File: config.mk
export PLATFORM = sky130hd
export DESIGN_NAME = nfc_top
export DESIGN_NICKNAME = d
export VERILOG_FILES = /design/src/logic/nfc_pkg.sv /design/src/logic/nfc_pe_if.sv /design/src/logic/nfc_pec.sv /design/src/logic/nfc_top.sv
export VERILOG_INCLUDE_DIRS = /design/src /design/src/logic
export SDC_FILE = /design/constraint.sdc
export NUM_CORES = 1
export LEC_CHECK = 0
export ABC_AREA = 1
export BUFFER_PORTS_ARGS = -buffer_cell sky130_fd_sc_hd__buf_2
export CORE_ASPECT_RATIO = 0.7
export CORE_UTILIZATION = 35
export CTS_CLUSTER_DIAMETER = 80
export DETAILED_ROUTE_END_ITERATION = 6
export PLACE_DENSITY = 0.51
export SYNTH_ARGS = -nofsm -noshare
export SYNTH_HDL_FRONTEND = slang
export SYNTH_SLANG_ARGS = --single-unit
File: constraint.sdc
create_clock -name CLK -period 2.3 [get_ports CLK]
set_input_delay 0.115 -clock CLK [delete_from_list [all_inputs] [get_ports CLK]]
set_output_delay 0.115 -clock CLK [all_outputs]
set_load 0.1 [all_outputs]
File: src/logic/nfc_map.svh
`ifndef NFC_MAP_SVH
`define NFC_MAP_SVH
`define AW 23
`define BANK_LSB 19
`define C_LOCK 8'h01
`define C_SETCR 8'h03
`define C_PROG2 8'h10
`define C_ERASE 8'h20
`define C_LKDN 8'h2F
`define C_PROG 8'h40
`define C_CLRSR 8'h50
`define C_LKSET 8'h60
`define C_RDSR 8'h70
`define C_EFP 8'h80
`define C_RDSIG 8'h90
`define C_RDQRY 8'h98
`define C_SUSP 8'hB0
`define C_BLANK 8'hBC
`define C_PROT 8'hC0
`define C_BLKOK 8'hCB
`define C_CONF 8'hD0
`define C_BUF 8'hE8
`define C_RDARR 8'hFF
`define SR_READY 7
`define SR_ESUS 6
`define SR_ERASE 5
`define SR_PROG 4
`define SR_PSUS 2
`define SR_PROT 1
`define CR_ROLE 4
`define CR_WPOL 10
`define CR_DEFAULT 16'h0010
`define SIG_MFR 2'h0
`define SIG_DEV 2'h1
`define SIG_LOCK 2'h2
`define AOP_NONE 3'h0
`define AOP_WRITE 3'h1
`define AOP_ERASE 3'h2
`define AOP_LOAD 3'h3
`define AOP_COMMIT 3'h4
`define CLK_MHZ 100
`define T_PROG_US 10
`define T_ERASE_US 1000
`define T_BLANK_US 100
`endif

File: src/logic/nfc_pkg.sv
package nfc_pkg;
    typedef enum logic [1:0] {
        RM_ARRAY, RM_STATUS, RM_SIG, RM_QUERY
    } nfc_rmode_t;
    typedef enum logic [1:0] {
        PE_PROG, PE_ERASE, PE_BUF, PE_BLANK
    } nfc_peop_t;
endpackage

File: src/logic/nfc_pe_if.sv
`timescale 1ns/1ps
interface nfc_pe_if;
    import nfc_pkg::*;
    logic start;
    nfc_peop_t op;
    logic suspend;
    logic resume;
    logic abort;
    logic clr_err;
    logic seq_err;
    logic prot_err;
    logic busy;
    logic susp;
    logic done;
    nfc_peop_t done_op;
    logic [7:0] sr;
    modport cmd (output start, op, suspend, resume, abort, clr_err,
        seq_err, prot_err, input busy, susp, done, done_op, sr);
    modport pec (input start, op, suspend, resume, abort, clr_err,
        seq_err, prot_err, output busy, susp, done, done_op, sr);
endinterface

File: src/logic/nfc_pec.sv
`timescale 1ns/1ps
`include "nfc_map.svh"
module nfc_pec
    import nfc_pkg::*;
#(
    parameter int PROG_CYC = 1,
    parameter int ERASE_CYC = 1,
    parameter int BLANK_CYC = 1
) (
    // clock and reset
    input wire logic clk,
    input wire logic rst_n,
    // command side
    nfc_pe_if.pec pe
);
    nfc_peop_t cur;
    logic [31:0] cnt;
    logic [31:0] lim;
    logic [2:0] err;
    logic fin;

    always_comb begin
        unique case (cur)
            PE_ERASE: lim = 32'(ERASE_CYC);
            PE_BLANK: lim = 32'(BLANK_CYC);
            PE_PROG, PE_BUF: lim = 32'(PROG_CYC);
        endcase
    end

    // blank check refuses suspend, so it must still finish on time
    assign fin = pe.busy && !pe.susp
        && !(pe.suspend && cur != PE_BLANK) && cnt == lim - 32'h1;

    // abort leaves the target unfinished; array side is told
    always_ff @(posedge clk) begin
        if (!rst_n || pe.abort) begin // RULE12
            pe.busy <= 1'b0;
            pe.susp <= 1'b0;
            cnt <= 32'h0;
        end else if (pe.start && !pe.busy) begin // RULE16
            pe.busy <= 1'b1;
            cnt <= 32'h0;
        end else if (fin) begin
            pe.busy <= 1'b0;
        end else if (pe.busy) begin
            if (pe.suspend && cur != PE_BLANK) begin
                pe.susp <= 1'b1;
            end else if (pe.resume) begin
                pe.susp <= 1'b0;
            end else if (!pe.susp) begin
                cnt <= cnt + 32'h1;
            end
        end
    end

    always_ff @(posedge clk) begin
        if (!rst_n) begin
            cur <= PE_PROG;
        end else if (pe.start && !pe.busy) begin
            cur <= pe.op;
        end
    end

    always_ff @(posedge clk) begin
        if (!rst_n) begin
            pe.done <= 1'b0;
        end else begin
            pe.done <= fin && !pe.abort;
        end
    end

    assign pe.done_op = cur;

    // new errors win over a clear in the same cycle
    always_ff @(posedge clk) begin
        if (!rst_n) begin
            err <= 3'h0;
        end else begin
            err <= (pe.clr_err ? 3'h0 : err) // RULE26
                | {pe.seq_err, pe.seq_err, pe.prot_err};
        end
    end

    always_comb begin
        pe.sr = 8'h00;
        pe.sr[`SR_READY] = !pe.busy; // RULE16
        pe.sr[`SR_ESUS] = pe.susp && cur == PE_ERASE;
        pe.sr[`SR_ERASE] = err[2];
        pe.sr[`SR_PROG] = err[1];
        pe.sr[`SR_PSUS] = pe.susp && cur != PE_ERASE;
        pe.sr[`SR_PROT] = err[0];
    end

    property p_abort;
        @(posedge clk) disable iff (!rst_n)
        pe.abort |=> !pe.busy && !pe.done;
    endproperty
    a_abort: assert property (p_abort) // RULE12
        else $error("operation survived abort");

    property p_clr;
        @(posedge clk) disable iff (!rst_n)
        pe.clr_err && !pe.seq_err && !pe.prot_err
            |=> pe.sr[5:4] == 2'h0 && !pe.sr[`SR_PROT];
    endproperty
    a_clr: assert property (p_clr) // RULE26
        else $error("error bits not cleared");

    property p_ready;
        @(posedge clk) disable iff (!rst_n)
        pe.start && !pe.busy && !pe.abort
            |=> !pe.sr[`SR_READY] [*1];
    endproperty
    a_ready: assert property (p_ready) // RULE16
        else $error("ready bit high after start");
endmodule

File: src/logic/nfc_top.sv
`timescale 1ns/1ps
`include "nfc_map.svh"
// Summary of operation
// [RULE1] host reads with chip and output enable low
// [RULE2] read data follows last read-mode command
// [RULE3] write: chip, write low, output high
// [RULE4] capture on first rising write/chip edge
// [RULE5] latch address on latch-enable rise
// [RULE6] tied-low latch needs address hold after write
// [RULE7] latched address used while latch stays high
// [RULE8] output enable high floats data
// [RULE9] chip high, reset high: standby, float
// [RULE10] standby waits for running operation
// [RULE11] reset pin low: deselected, floating
// [RULE12] reset aborts program or erase
// [RULE13] reset pin low restores configuration
// [RULE14] role bit picks wait or ready pin
// [RULE15] every write goes to command interpreter
// [RULE16] controller times operations, shows status
// [RULE17] reset returns default read configuration
// [RULE18] invalid command sequences are ignored; code flags a wrong second cycle in SR bits 5 and 4 instead
// [RULE19] 70h status, 90h signature, 98h query
// [RULE20] erase 20h/D0h, suspend B0h, resume D0h
// [RULE21] 60h then 01h, 2Fh or D0h
// [RULE22] 60h then 03h loads configuration
// [RULE23] 80h then D0h factory buffer program
// [RULE24] program, clear, buffer, blank, read array
// [RULE25] read array affects addressed bank only
// [RULE26] clear status zeroes errors, keeps mode
module nfc_top
    import nfc_pkg::*;
#(
    parameter int ERASE_CYC = `T_ERASE_US * `CLK_MHZ,
    parameter int BLANK_CYC = `T_BLANK_US * `CLK_MHZ,
    // identity values are arbitrary
    parameter logic [15:0] MFR_CODE = 16'h00A5,
    parameter logic [15:0] DEV_CODE = 16'h005A
) (
    // clock and reset
    input wire logic CLK,
    input wire logic RST_N,
    // host bus pins
    input wire logic E_N,
    input wire logic G_N,
    input wire logic W_N,
    input wire logic L_N,
    input wire logic RESET_PIN_N,
    input wire logic [`AW-1:0] A,
    input wire logic [15:0] DQ_IN,
    output logic [15:0] DQ_OUT,
    output logic DQ_OE,
    output logic RW_OUT,
    output logic RW_OE,
    output logic STANDBY,
    // array side
    output logic [2:0] ARR_OP,
    output logic [`AW-1:0] ARR_ADDR,
    output logic [15:0] ARR_WDATA,
    input wire logic [15:0] ARR_RDATA,
    output logic ARR_ABORT
);
    localparam int PROG_CYC = `T_PROG_US * `CLK_MHZ;

    typedef enum logic [3:0] {
        ST_IDLE, ST_ERASE, ST_PROG, ST_LKSET, ST_BLANK,
        ST_BCNT, ST_BDATA, ST_BCONF, ST_EFP
    } nfc_state_t;

    function automatic logic [3:0] bank_of(input logic [`AW-1:0] a);
        bank_of = a[`AW-1:`BANK_LSB];
    endfunction

    function automatic logic [`AW-1:0] pick(input logic l,
        input logic [`AW-1:0] lat, input logic [`AW-1:0] live);
        pick = l ? lat : live;
    endfunction

    function automatic logic [15:0] qry(input logic [7:0] a);
        unique case (a)
            8'h10: qry = 16'h0051;
            8'h11: qry = 16'h0052;
            8'h12: qry = 16'h0059;
            default: qry = 16'h0000;
        endcase
    endfunction

    nfc_pe_if pe ();

    nfc_pec #(
        .PROG_CYC(PROG_CYC),
        .ERASE_CYC(ERASE_CYC),
        .BLANK_CYC(BLANK_CYC)
    ) u_pec (
        .clk(CLK),
        .rst_n(RST_N),
        .pe(pe.pec)
    );

    logic [4:0] pin1, pin2, pin_p;
    logic [`AW-1:0] a1, a2, a_p, alat, wa, ra, op_addr;
    logic [15:0] d1, d2, d_p, cr, sr_lat;
    logic e_n, g_n, w_n, l_n, rp, l_p, e_p;
    logic wr_on, wr_act, wr_strobe, rd_on, rd_prev, run;
    logic [7:0] cmd;
    logic [3:0] wbank, rbank;
    logic [4:0] bcnt;
    nfc_state_t state, next_state;
    nfc_rmode_t rmode [16];
    logic [15:0] lock, lkdn;
    logic rm_set, arr_load, do_lock, do_unlock, do_lkdn, do_cr;
    nfc_rmode_t rm_val;

    // pins and buses are asynchronous to CLK
    always_ff @(posedge CLK) begin
        if (!RST_N) begin
            pin1 <= 5'h1F;
            pin2 <= 5'h1F;
            pin_p <= 5'h1F;
            a1 <= '0;
            a2 <= '0;
            a_p <= '0;
            d1 <= 16'h0000;
            d2 <= 16'h0000;
            d_p <= 16'h0000;
        end else begin
            pin1 <= {E_N, G_N, W_N, L_N, RESET_PIN_N};
            pin2 <= pin1;
            pin_p <= pin2;
            a1 <= A;
            a2 <= a1;
            a_p <= a2;
            d1 <= DQ_IN;
            d2 <= d1;
            d_p <= d2;
        end
    end

    assign {e_n, g_n, w_n, l_n, rp} = pin2;
    assign e_p = pin_p[4];
    assign l_p = pin_p[1];
    assign wr_on = !e_n && !w_n && g_n && rp; // RULE3
    // first rise of either strobe ends the write; data from before it
    assign wr_strobe = wr_act && (e_n || w_n); // RULE4 RULE15
    assign rd_on = !e_n && !g_n && rp; // RULE1
    assign cmd = d_p[7:0];
    assign wa = pick(l_p, alat, a_p); // RULE6 RULE7
    assign ra = pick(l_n, alat, a2); // RULE7
    assign wbank = bank_of(wa);
    assign rbank = bank_of(ra);
    assign run = pe.busy && !pe.susp;

    always_ff @(posedge CLK) begin
        if (!RST_N) begin
            wr_act <= 1'b0;
            rd_prev <= 1'b0;
        end else begin
            wr_act <= wr_on;
            rd_prev <= rd_on;
        end
    end

    always_ff @(posedge CLK) begin
        if (!RST_N) begin
            alat <= '0;
        end else if (!e_p && !l_p && l_n) begin // RULE5
            alat <= a_p;
        end
    end

    always_comb begin
        next_state = state;
        pe.start = 1'b0;
        pe.op = PE_PROG;
        pe.suspend = 1'b0;
        pe.resume = 1'b0;
        pe.abort = !rp; // RULE12
        pe.clr_err = 1'b0;
        pe.seq_err = 1'b0;
        pe.prot_err = 1'b0;
        rm_set = 1'b0;
        rm_val = RM_STATUS;
        arr_load = 1'b0;
        do_lock = 1'b0;
        do_unlock = 1'b0;
        do_lkdn = 1'b0;
        do_cr = 1'b0;
        if (wr_strobe && rp) begin
            unique case (state)
                ST_IDLE: begin
                    case (cmd) // RULE24
                        `C_RDARR: begin
                            rm_set = 1'b1; // RULE25
                            rm_val = RM_ARRAY;
                        end
                        `C_RDSR: rm_set = 1'b1; // RULE19
                        `C_RDSIG: begin
                            rm_set = 1'b1;
                            rm_val = RM_SIG;
                        end
                        `C_RDQRY: begin
                            rm_set = 1'b1;
                            rm_val = RM_QUERY;
                        end
                        `C_CLRSR: pe.clr_err = 1'b1; // RULE26
                        `C_SUSP: pe.suspend = run; // RULE20
                        `C_CONF: pe.resume = pe.susp;
                        `C_ERASE: if (!pe.busy) next_state = ST_ERASE;
                        `C_PROG, `C_PROG2, `C_PROT: begin
                            if (!pe.busy) next_state = ST_PROG;
                        end
                        `C_LKSET: if (!pe.busy) next_state = ST_LKSET;
                        `C_BLANK: if (!pe.busy) next_state = ST_BLANK;
                        `C_BUF: if (!pe.busy) next_state = ST_BCNT;
                        `C_EFP: if (!pe.busy) next_state = ST_EFP;
                        // unknown codes are ignored
                        default: next_state = ST_IDLE; // RULE18
                    endcase
                end
                ST_ERASE, ST_BLANK, ST_BCONF, ST_EFP: begin
                    next_state = ST_IDLE;
                    rm_set = 1'b1;
                    if (state == ST_BLANK ? cmd != `C_BLKOK
                        : cmd != `C_CONF) begin
                        pe.seq_err = 1'b1; // RULE18
                    end else if (lock[wbank] && state != ST_BLANK) begin
                        pe.prot_err = 1'b1;
                    end else begin
                        pe.start = 1'b1; // RULE20 RULE23
                        unique case (state)
                            ST_ERASE: pe.op = PE_ERASE;
                            ST_BLANK: pe.op = PE_BLANK;
                            default: pe.op = PE_BUF;
                        endcase
                    end
                end
                ST_PROG: begin
                    next_state = ST_IDLE;
                    rm_set = 1'b1;
                    pe.prot_err = lock[wbank];
                    pe.start = !lock[wbank];
                end
                ST_LKSET: begin
                    next_state = ST_IDLE;
                    case (cmd) // RULE21
                        `C_LOCK: do_lock = 1'b1;
                        `C_LKDN: do_lkdn = 1'b1;
                        `C_CONF: do_unlock = 1'b1;
                        `C_SETCR: do_cr = 1'b1; // RULE22
                        default: pe.seq_err = 1'b1;
                    endcase
                end
                ST_BCNT: begin
                    next_state = ST_BDATA;
                    rm_set = 1'b1;
                end
                ST_BDATA: begin
                    arr_load = 1'b1;
                    if (bcnt == 5'h00) next_state = ST_BCONF;
                end
            endcase
        end
    end

    always_ff @(posedge CLK) begin
        if (!RST_N || !rp) begin
            state <= ST_IDLE;
            bcnt <= 5'h00;
            op_addr <= '0;
        end else begin
            state <= next_state;
            if (wr_strobe && state == ST_BCNT) bcnt <= d_p[4:0];
            if (arr_load) bcnt <= bcnt - 5'h01;
            if (pe.start) op_addr <= wa;
        end
    end

    // per-bank read mode; reset restores array reads in all banks
    generate
        for (genvar b = 0; b < 16; b++) begin : g_bank
            always_ff @(posedge CLK) begin
                if (!RST_N || !rp) begin
                    rmode[b] <= RM_ARRAY; // RULE17
                end else if (rm_set && wbank == 4'(b)) begin
                    rmode[b] <= rm_val; // RULE2 RULE25
                end
            end
        end
    endgenerate

    always_ff @(posedge CLK) begin
        if (!RST_N) begin
            lock <= 16'hFFFF;
            lkdn <= 16'h0000;
        end else begin
            if (do_lock || do_lkdn) lock[wbank] <= 1'b1;
            if (do_lkdn) lkdn[wbank] <= 1'b1;
            if (do_unlock && !lkdn[wbank]) lock[wbank] <= 1'b0;
        end
    end

    always_ff @(posedge CLK) begin
        if (!RST_N || !rp) begin
            cr <= `CR_DEFAULT; // RULE13 RULE17
        end else if (do_cr) begin
            cr <= wa[15:0]; // RULE22
        end
    end

    // status is frozen at the start of each read access
    always_ff @(posedge CLK) begin
        if (!RST_N) begin
            sr_lat <= 16'h0000;
        end else if (rd_on && !rd_prev) begin
            sr_lat <= {8'h00, pe.sr}; // RULE16
        end
    end

    always_ff @(posedge CLK) begin
        if (!RST_N) begin
            DQ_OUT <= 16'h0000;
            DQ_OE <= 1'b0;
        end else begin
            DQ_OE <= rd_on; // RULE8 RULE9 RULE11
            unique case (rmode[rbank]) // RULE2
                RM_ARRAY: DQ_OUT <= ARR_RDATA;
                RM_STATUS: DQ_OUT <= sr_lat;
                RM_QUERY: DQ_OUT <= qry(ra[7:0]);
                RM_SIG: begin
                    unique case (ra[1:0])
                        `SIG_MFR: DQ_OUT <= MFR_CODE;
                        `SIG_DEV: DQ_OUT <= DEV_CODE;
                        `SIG_LOCK: DQ_OUT <= {14'h0000,
                            lkdn[rbank], lock[rbank]};
                        default: DQ_OUT <= cr;
                    endcase
                end
            endcase
        end
    end

    // wait asserted only while reading a bank that is busy
    always_ff @(posedge CLK) begin
        if (!RST_N) begin
            RW_OUT <= 1'b0;
            RW_OE <= 1'b1;
        end else if (cr[`CR_ROLE]) begin
            RW_OUT <= 1'b0; // RULE14
            RW_OE <= !rp;
        end else begin
            RW_OE <= rd_on;
            RW_OUT <= !((rmode[rbank] == RM_ARRAY && run
                && rbank == bank_of(op_addr)) ^ cr[`CR_WPOL]);
        end
    end

    always_ff @(posedge CLK) begin
        if (!RST_N) begin
            STANDBY <= 1'b0;
        end else begin
            STANDBY <= e_n && rp && !pe.busy; // RULE9 RULE10
        end
    end

    always_ff @(posedge CLK) begin
        if (!RST_N) begin
            ARR_OP <= `AOP_NONE;
            ARR_ADDR <= '0;
            ARR_WDATA <= 16'h0000;
            ARR_ABORT <= 1'b0;
        end else begin
            ARR_ABORT <= !rp && pe.busy; // RULE12
            ARR_OP <= `AOP_NONE;
            ARR_ADDR <= ra;
            if (arr_load) begin
                ARR_OP <= `AOP_LOAD;
                ARR_ADDR <= wa;
                ARR_WDATA <= d_p;
            end else if (pe.start) begin
                ARR_WDATA <= d_p;
            end else if (pe.done && pe.done_op != PE_BLANK) begin
                ARR_ADDR <= op_addr;
                unique case (pe.done_op)
                    PE_PROG: ARR_OP <= `AOP_WRITE;
                    PE_ERASE: ARR_OP <= `AOP_ERASE;
                    default: ARR_OP <= `AOP_COMMIT;
                endcase
            end
        end
    end

    property p_float_g;
        @(posedge CLK) disable iff (!RST_N)
        g_n |=> !DQ_OE;
    endproperty
    a_float_g: assert property (p_float_g) // RULE8
        else $error("data driven with output enable high");

    property p_rst_float;
        @(posedge CLK) disable iff (!RST_N)
        !rp |=> !DQ_OE && !STANDBY;
    endproperty
    a_rst_float: assert property (p_rst_float) // RULE11
        else $error("outputs active in reset");

    property p_cr_dflt;
        @(posedge CLK) disable iff (!RST_N)
        !rp |=> cr == `CR_DEFAULT && state == ST_IDLE;
    endproperty
    a_cr_dflt: assert property (p_cr_dflt) // RULE13
        else $error("configuration not restored");

    property p_ready_low;
        @(posedge CLK) disable iff (!RST_N)
        !rp [*2] |=> RW_OE && !RW_OUT;
    endproperty
    a_ready_low: assert property (p_ready_low) // RULE14
        else $error("ready pin not low in reset");

    property p_stby_busy;
        @(posedge CLK) disable iff (!RST_N)
        pe.busy |=> !STANDBY;
    endproperty
    a_stby_busy: assert property (p_stby_busy) // RULE10
        else $error("standby during operation");

    property p_rdsr;
        @(posedge CLK) disable iff (!RST_N)
        wr_strobe && rp && state == ST_IDLE && cmd == `C_RDSR
            |=> rmode[$past(wbank)] == RM_STATUS;
    endproperty
    a_rdsr: assert property (p_rdsr) // RULE19
        else $error("status mode not entered");

    property p_ignore;
        @(posedge CLK) disable iff (!RST_N)
        wr_strobe && state == ST_IDLE && cmd == 8'h00
            |=> state == ST_IDLE && $stable(cr) && !$rose(pe.busy);
    endproperty
    a_ignore: assert property (p_ignore) // RULE18
        else $error("invalid code acted upon");

    property p_cr_load;
        @(posedge CLK) disable iff (!RST_N)
        rp && do_cr ##1 rp
            |-> cr == $past(wa[15:0]);
    endproperty
    a_cr_load: assert property (p_cr_load) // RULE22
        else $error("configuration not loaded from address");
endmodule
==> flow_metrics.py <==
metrics = {
    "placement": {
        "placed_cells": 3116,
        "placed_area_sq_mm": 0.01882,
        "gp_congestion": 0.9469,
        "dpl.hpwl_um": 36620,
        "port_buffers": 124,
    },
    "clocking": {
        "htreeDepth": 2,
        "clk_latency_ns": 0.56,
        "cts_tree": "yes",
        "cts_made_buffers": 41,
        "clkTransAtPathRegs_ns": 0.06,
        "clock_tree.buffer_depth": 3,
        "cts-root-buf": "clkbuf_16",
        "cts.sinks": 374,
    },
    "routing": {
        "dr.pass1.iters": 5,
        "drtAntennaViolNets": 0,
        "drt_wl_total_um": 54230,
        "routed-via-count": 15923,
        "post_drt_wl_per_cell_um": 16.59,
        "drtIter0Drc": 1282,
        "avgViaCountPerCell": 4.872,
        "drc_errors": 0,
    },
    "critical_path": {
        "reg2reg_slack_ns": 0.03,
        "crit_fanout": 8,
        "arrival_ns": 2.76,
        "r2r_start": "pin2[1]",
        "end_kind": "flip-flop",
        "worstSetupPathType": "reg -> reg",
        "r2r_end": "DQ_OUT[14]",
        "cp.required_ns": 2.79,
        "reg2regPathDepth": 14,
        "critPathLaunchType": "flip-flop",
    },
    "layout": {
        "fillers": 4766,
        "nets": 2688,
        "syn_to_final_growth_pct": 29.54,
        "stdcell_count": 3268,
        "final_util": 0.4611,
        "finalInstanceArea_sq_mm": 0.02147,
        "antenna_cells": 0,
        "drive_above_1_share": 0.1747,
    },
    "floorplanning": {
        "start_util": 0.3559,
        "die_h_um": 184.1,
        "die-area_sq_mm": 0.04825,
        "design.core.area_sq_mm": 0.04657,
        "rows": 66,
        "ios": 125,
        "chipWidth_um": 262.1,
    },
    "synthesis": {
        "ys_seq_elements": 374,
        "syn_inst": 2340,
        "syn_nets": 2405,
        "synth-edff-count": 32,
        "synthArstFlopShare": 0,
        "synth-warning-count": 0,
        "yosysUniqueCellTypes": 46,
        "ys_seq_area_frac": 0.4710,
        "syn_area_sq_mm": 0.01658,
        "ys.flop_type": "dfxtp_1",
        "synth_area_per_cell_sq_um": 7.084,
    },
    "power": {
        "p_leak_nw": 10.35,
        "ir_drop_v": 0.0005026,
        "power_density_mw_per_mm2": 687.2,
    },
    "global_route": {
        "grt_usage": 0.2159,
        "antenna_found_initial": 0,
        "grt_overflow": 0,
        "grt_max_degree": 95,
        "grt_pass1_vias": 14591,
        "grt_pass1_wl_um": 81160,
    },
    "status": {
        "status": "finished clean",
    },
    "hold_path": {
        "whs_path_depth": 4,
        "whs_endpoint": "a1[15]",
        "hold_class": "in -> reg",
        "hp-start": "A[15]",
    },
    "timing": {
        "tightestPinTransition_ns": 0.7831,
        "timing.hold.ws_ns": 0.2669,
        "max_freq_ghz": 0.4401,
        "slew_violations": 0,
        "final-hold-violation-count": 0,
        "slew_headroom": 0.4724,
        "setup_viol": 0,
        "period_minus_slack_ns": 2.272,
        "min_period_over_period": 0.9879,
        "finClkSkew_ns": 0.01909,
        "grt_setup_unrepaired": "yes",
    },
    "flow_run": {
        "drv_cap": 0,
    },
}
==> per-stage QoR <==
step	setup TNS [ns]	power [mW]	setup slack, ns
after floorplan	0	7.504	0.1710
after global placement	-2.569	7.819	-0.2522
after detailed placement	-2.946	7.823	-0.2337
after CTS	0	14.88	0.008697
after global routing	-0.5133	15.31	-0.06160
final	0	14.76	0.02794
==> layout by cell type, fill, tap and decap left out, types with 15 or more instances in the layout <==
master           n
nand2_1        605
dfxtp_1        335
inv_1          316
nor2_1         221
a21oi_1        148
nand3_1        138
buf_4          137
o21ai_0        124
buf_2          123
dlygate4sd3_1   61
clkbuf_16       50
edfxtp_1        32
nor3_1          26
xor2_1          26
a211oi_1        23
nand4_1         22
o21ai_1         20
o211ai_1        20
nand3b_1        19
or2_2           16
buf_12          15
==> synth_stat cells (2+ instances only) <==
cell      number  area, sq um
o22ai_1        6        37.54
nand3_1      144        720.7
a22oi_1        2        15.01
nor2_1       232        870.8
o21ai_2        3        26.28
edfxtp_1      32        960.9
inv_2          8        30.03
dfxtp_1      342         6847
ha_1           3        37.54
nand2_4        2        22.52
nor3_1        34        170.2
mux2i_1        6        60.06
clkbuf_1      73        274.0
inv_1        321         1205
o31ai_1        2        15.01
a21oi_1      157        785.8
buf_6          3        33.78
o21ai_0      140        700.7
nand2_2        3        18.77
o21ai_1        4        20.02
buf_4          2        15.01
a211oi_1      23        172.7
nor2_2         3        18.77
buf_1          7        26.28
buf_2         31        155.2
nand2_1      621         2331
nor3b_1        3        22.52
xor2_1        26        227.7
o221ai_1       2        17.52
nor4_1        11        68.82
o211ai_1      20        150.1
nand3b_1      19        142.6
or2_2         16        100.1
nand4_1       22        137.6
xnor2_1        6        52.55
==> worst max path at each step <==
stage	startpoint	end	slack, ns	depth (start not counted)
6_report	pin2[1]	DQ_OUT[14]	0.03	14
3_3_place_gp	pin2[1]	DQ_OUT[14]	-0.25	14
4_1_cts	pin2[1]	DQ_OUT[14]	0.009	14
5_1_grt	pin_p[1]	ARR_ADDR[4]	-0.06	17
3_5_place_dp	pin2[1]	DQ_OUT[14]	-0.23	14
2_1_floorplan	d_p[6]	rmode[2][0]	0.17	10
==> repair_timing <==
| item | 4_1_cts | 5_1_grt |
|---|---|---|
| hold buffers | 61 | 0 |
| buffers inserted | 1 | 6 |
| resized for setup | 8 | 109 |
| endpoints found under the setup margin | 115 | 214 |
| pin swaps | 0 | 19 |
| endpoints found under the hold margin | 78 | 0 |
| gates cloned | 0 | 8 |
==> cells by family (layout without fill, tap and decap cells) <==
kind of cell	after synthesis	count (layout)	synth area share
mux	6	6	0.003623
simple gates	1114	1114	0.2809
xor+xnor	32	32	0.01691
fa+ha+maj	3	3	0.002265
buf+inv	446	762	0.1051
flops	374	374	0.4710
compound gates	365	365	0.1202
==> power breakdown <==
part / total (mW) / switching [mW] / internal [mW] / leakage, nW
Combinational: 1.05 / 0.698 / 0.350 / 6.53
Sequential: 6.78 / 0.0613 / 6.71 / 3.12
Clock: 6.93 / 2.78 / 4.16 / 0.705
Total: 14.8 / 3.54 / 11.2 / 10.4
==> per-layer routing <==
metal	wire (um)	GRT usage	share of wire
met1	26860	0.3191	0.50
met2	22720	0.3212	0.42
met3	3537	0.03681	0.065
met4	1101	0.05457	0.020
met5	0	0	0
==> state kept, by name, summed over array words and instances, names as in the netlist, 23 cells and up <==
name,count
a_p,23
a2,23
alat,23
op_addr,23
a1,23
ARR_ADDR,23
rmode,32
u_pec.cnt,32
==> critical path, cell delays in order, from the launching register on <==
cell and delay [ns]:
dfxtp_4 0.40, inv_2 0.07, nand2_4 0.10, nand2_8 0.10, buf_12 0.17, clkinvlp_4 0.12, nor2_1 0.05, o211ai_1 0.25
nand3_1 0.17, nand2_2 0.17, inv_2 0.07, nor2_4 0.16, buf_6 0.15, nand3_2 0.09, a21oi_2 0.14
==> final cells by class <==
type	count	area [sq um]	area share
flip-flops and latches	374	7821	0.3642
well taps	612	765.7	0.03566
inverters	330	1250	0.05821
clock buffers	61	1224	0.05698
repair buffers	356	2877	0.1340
multi-input cells	1520	7337	0.3417
clock inverters	15	200.2	0.009322
Note: power is estimated with default switching activity, not from simulation.
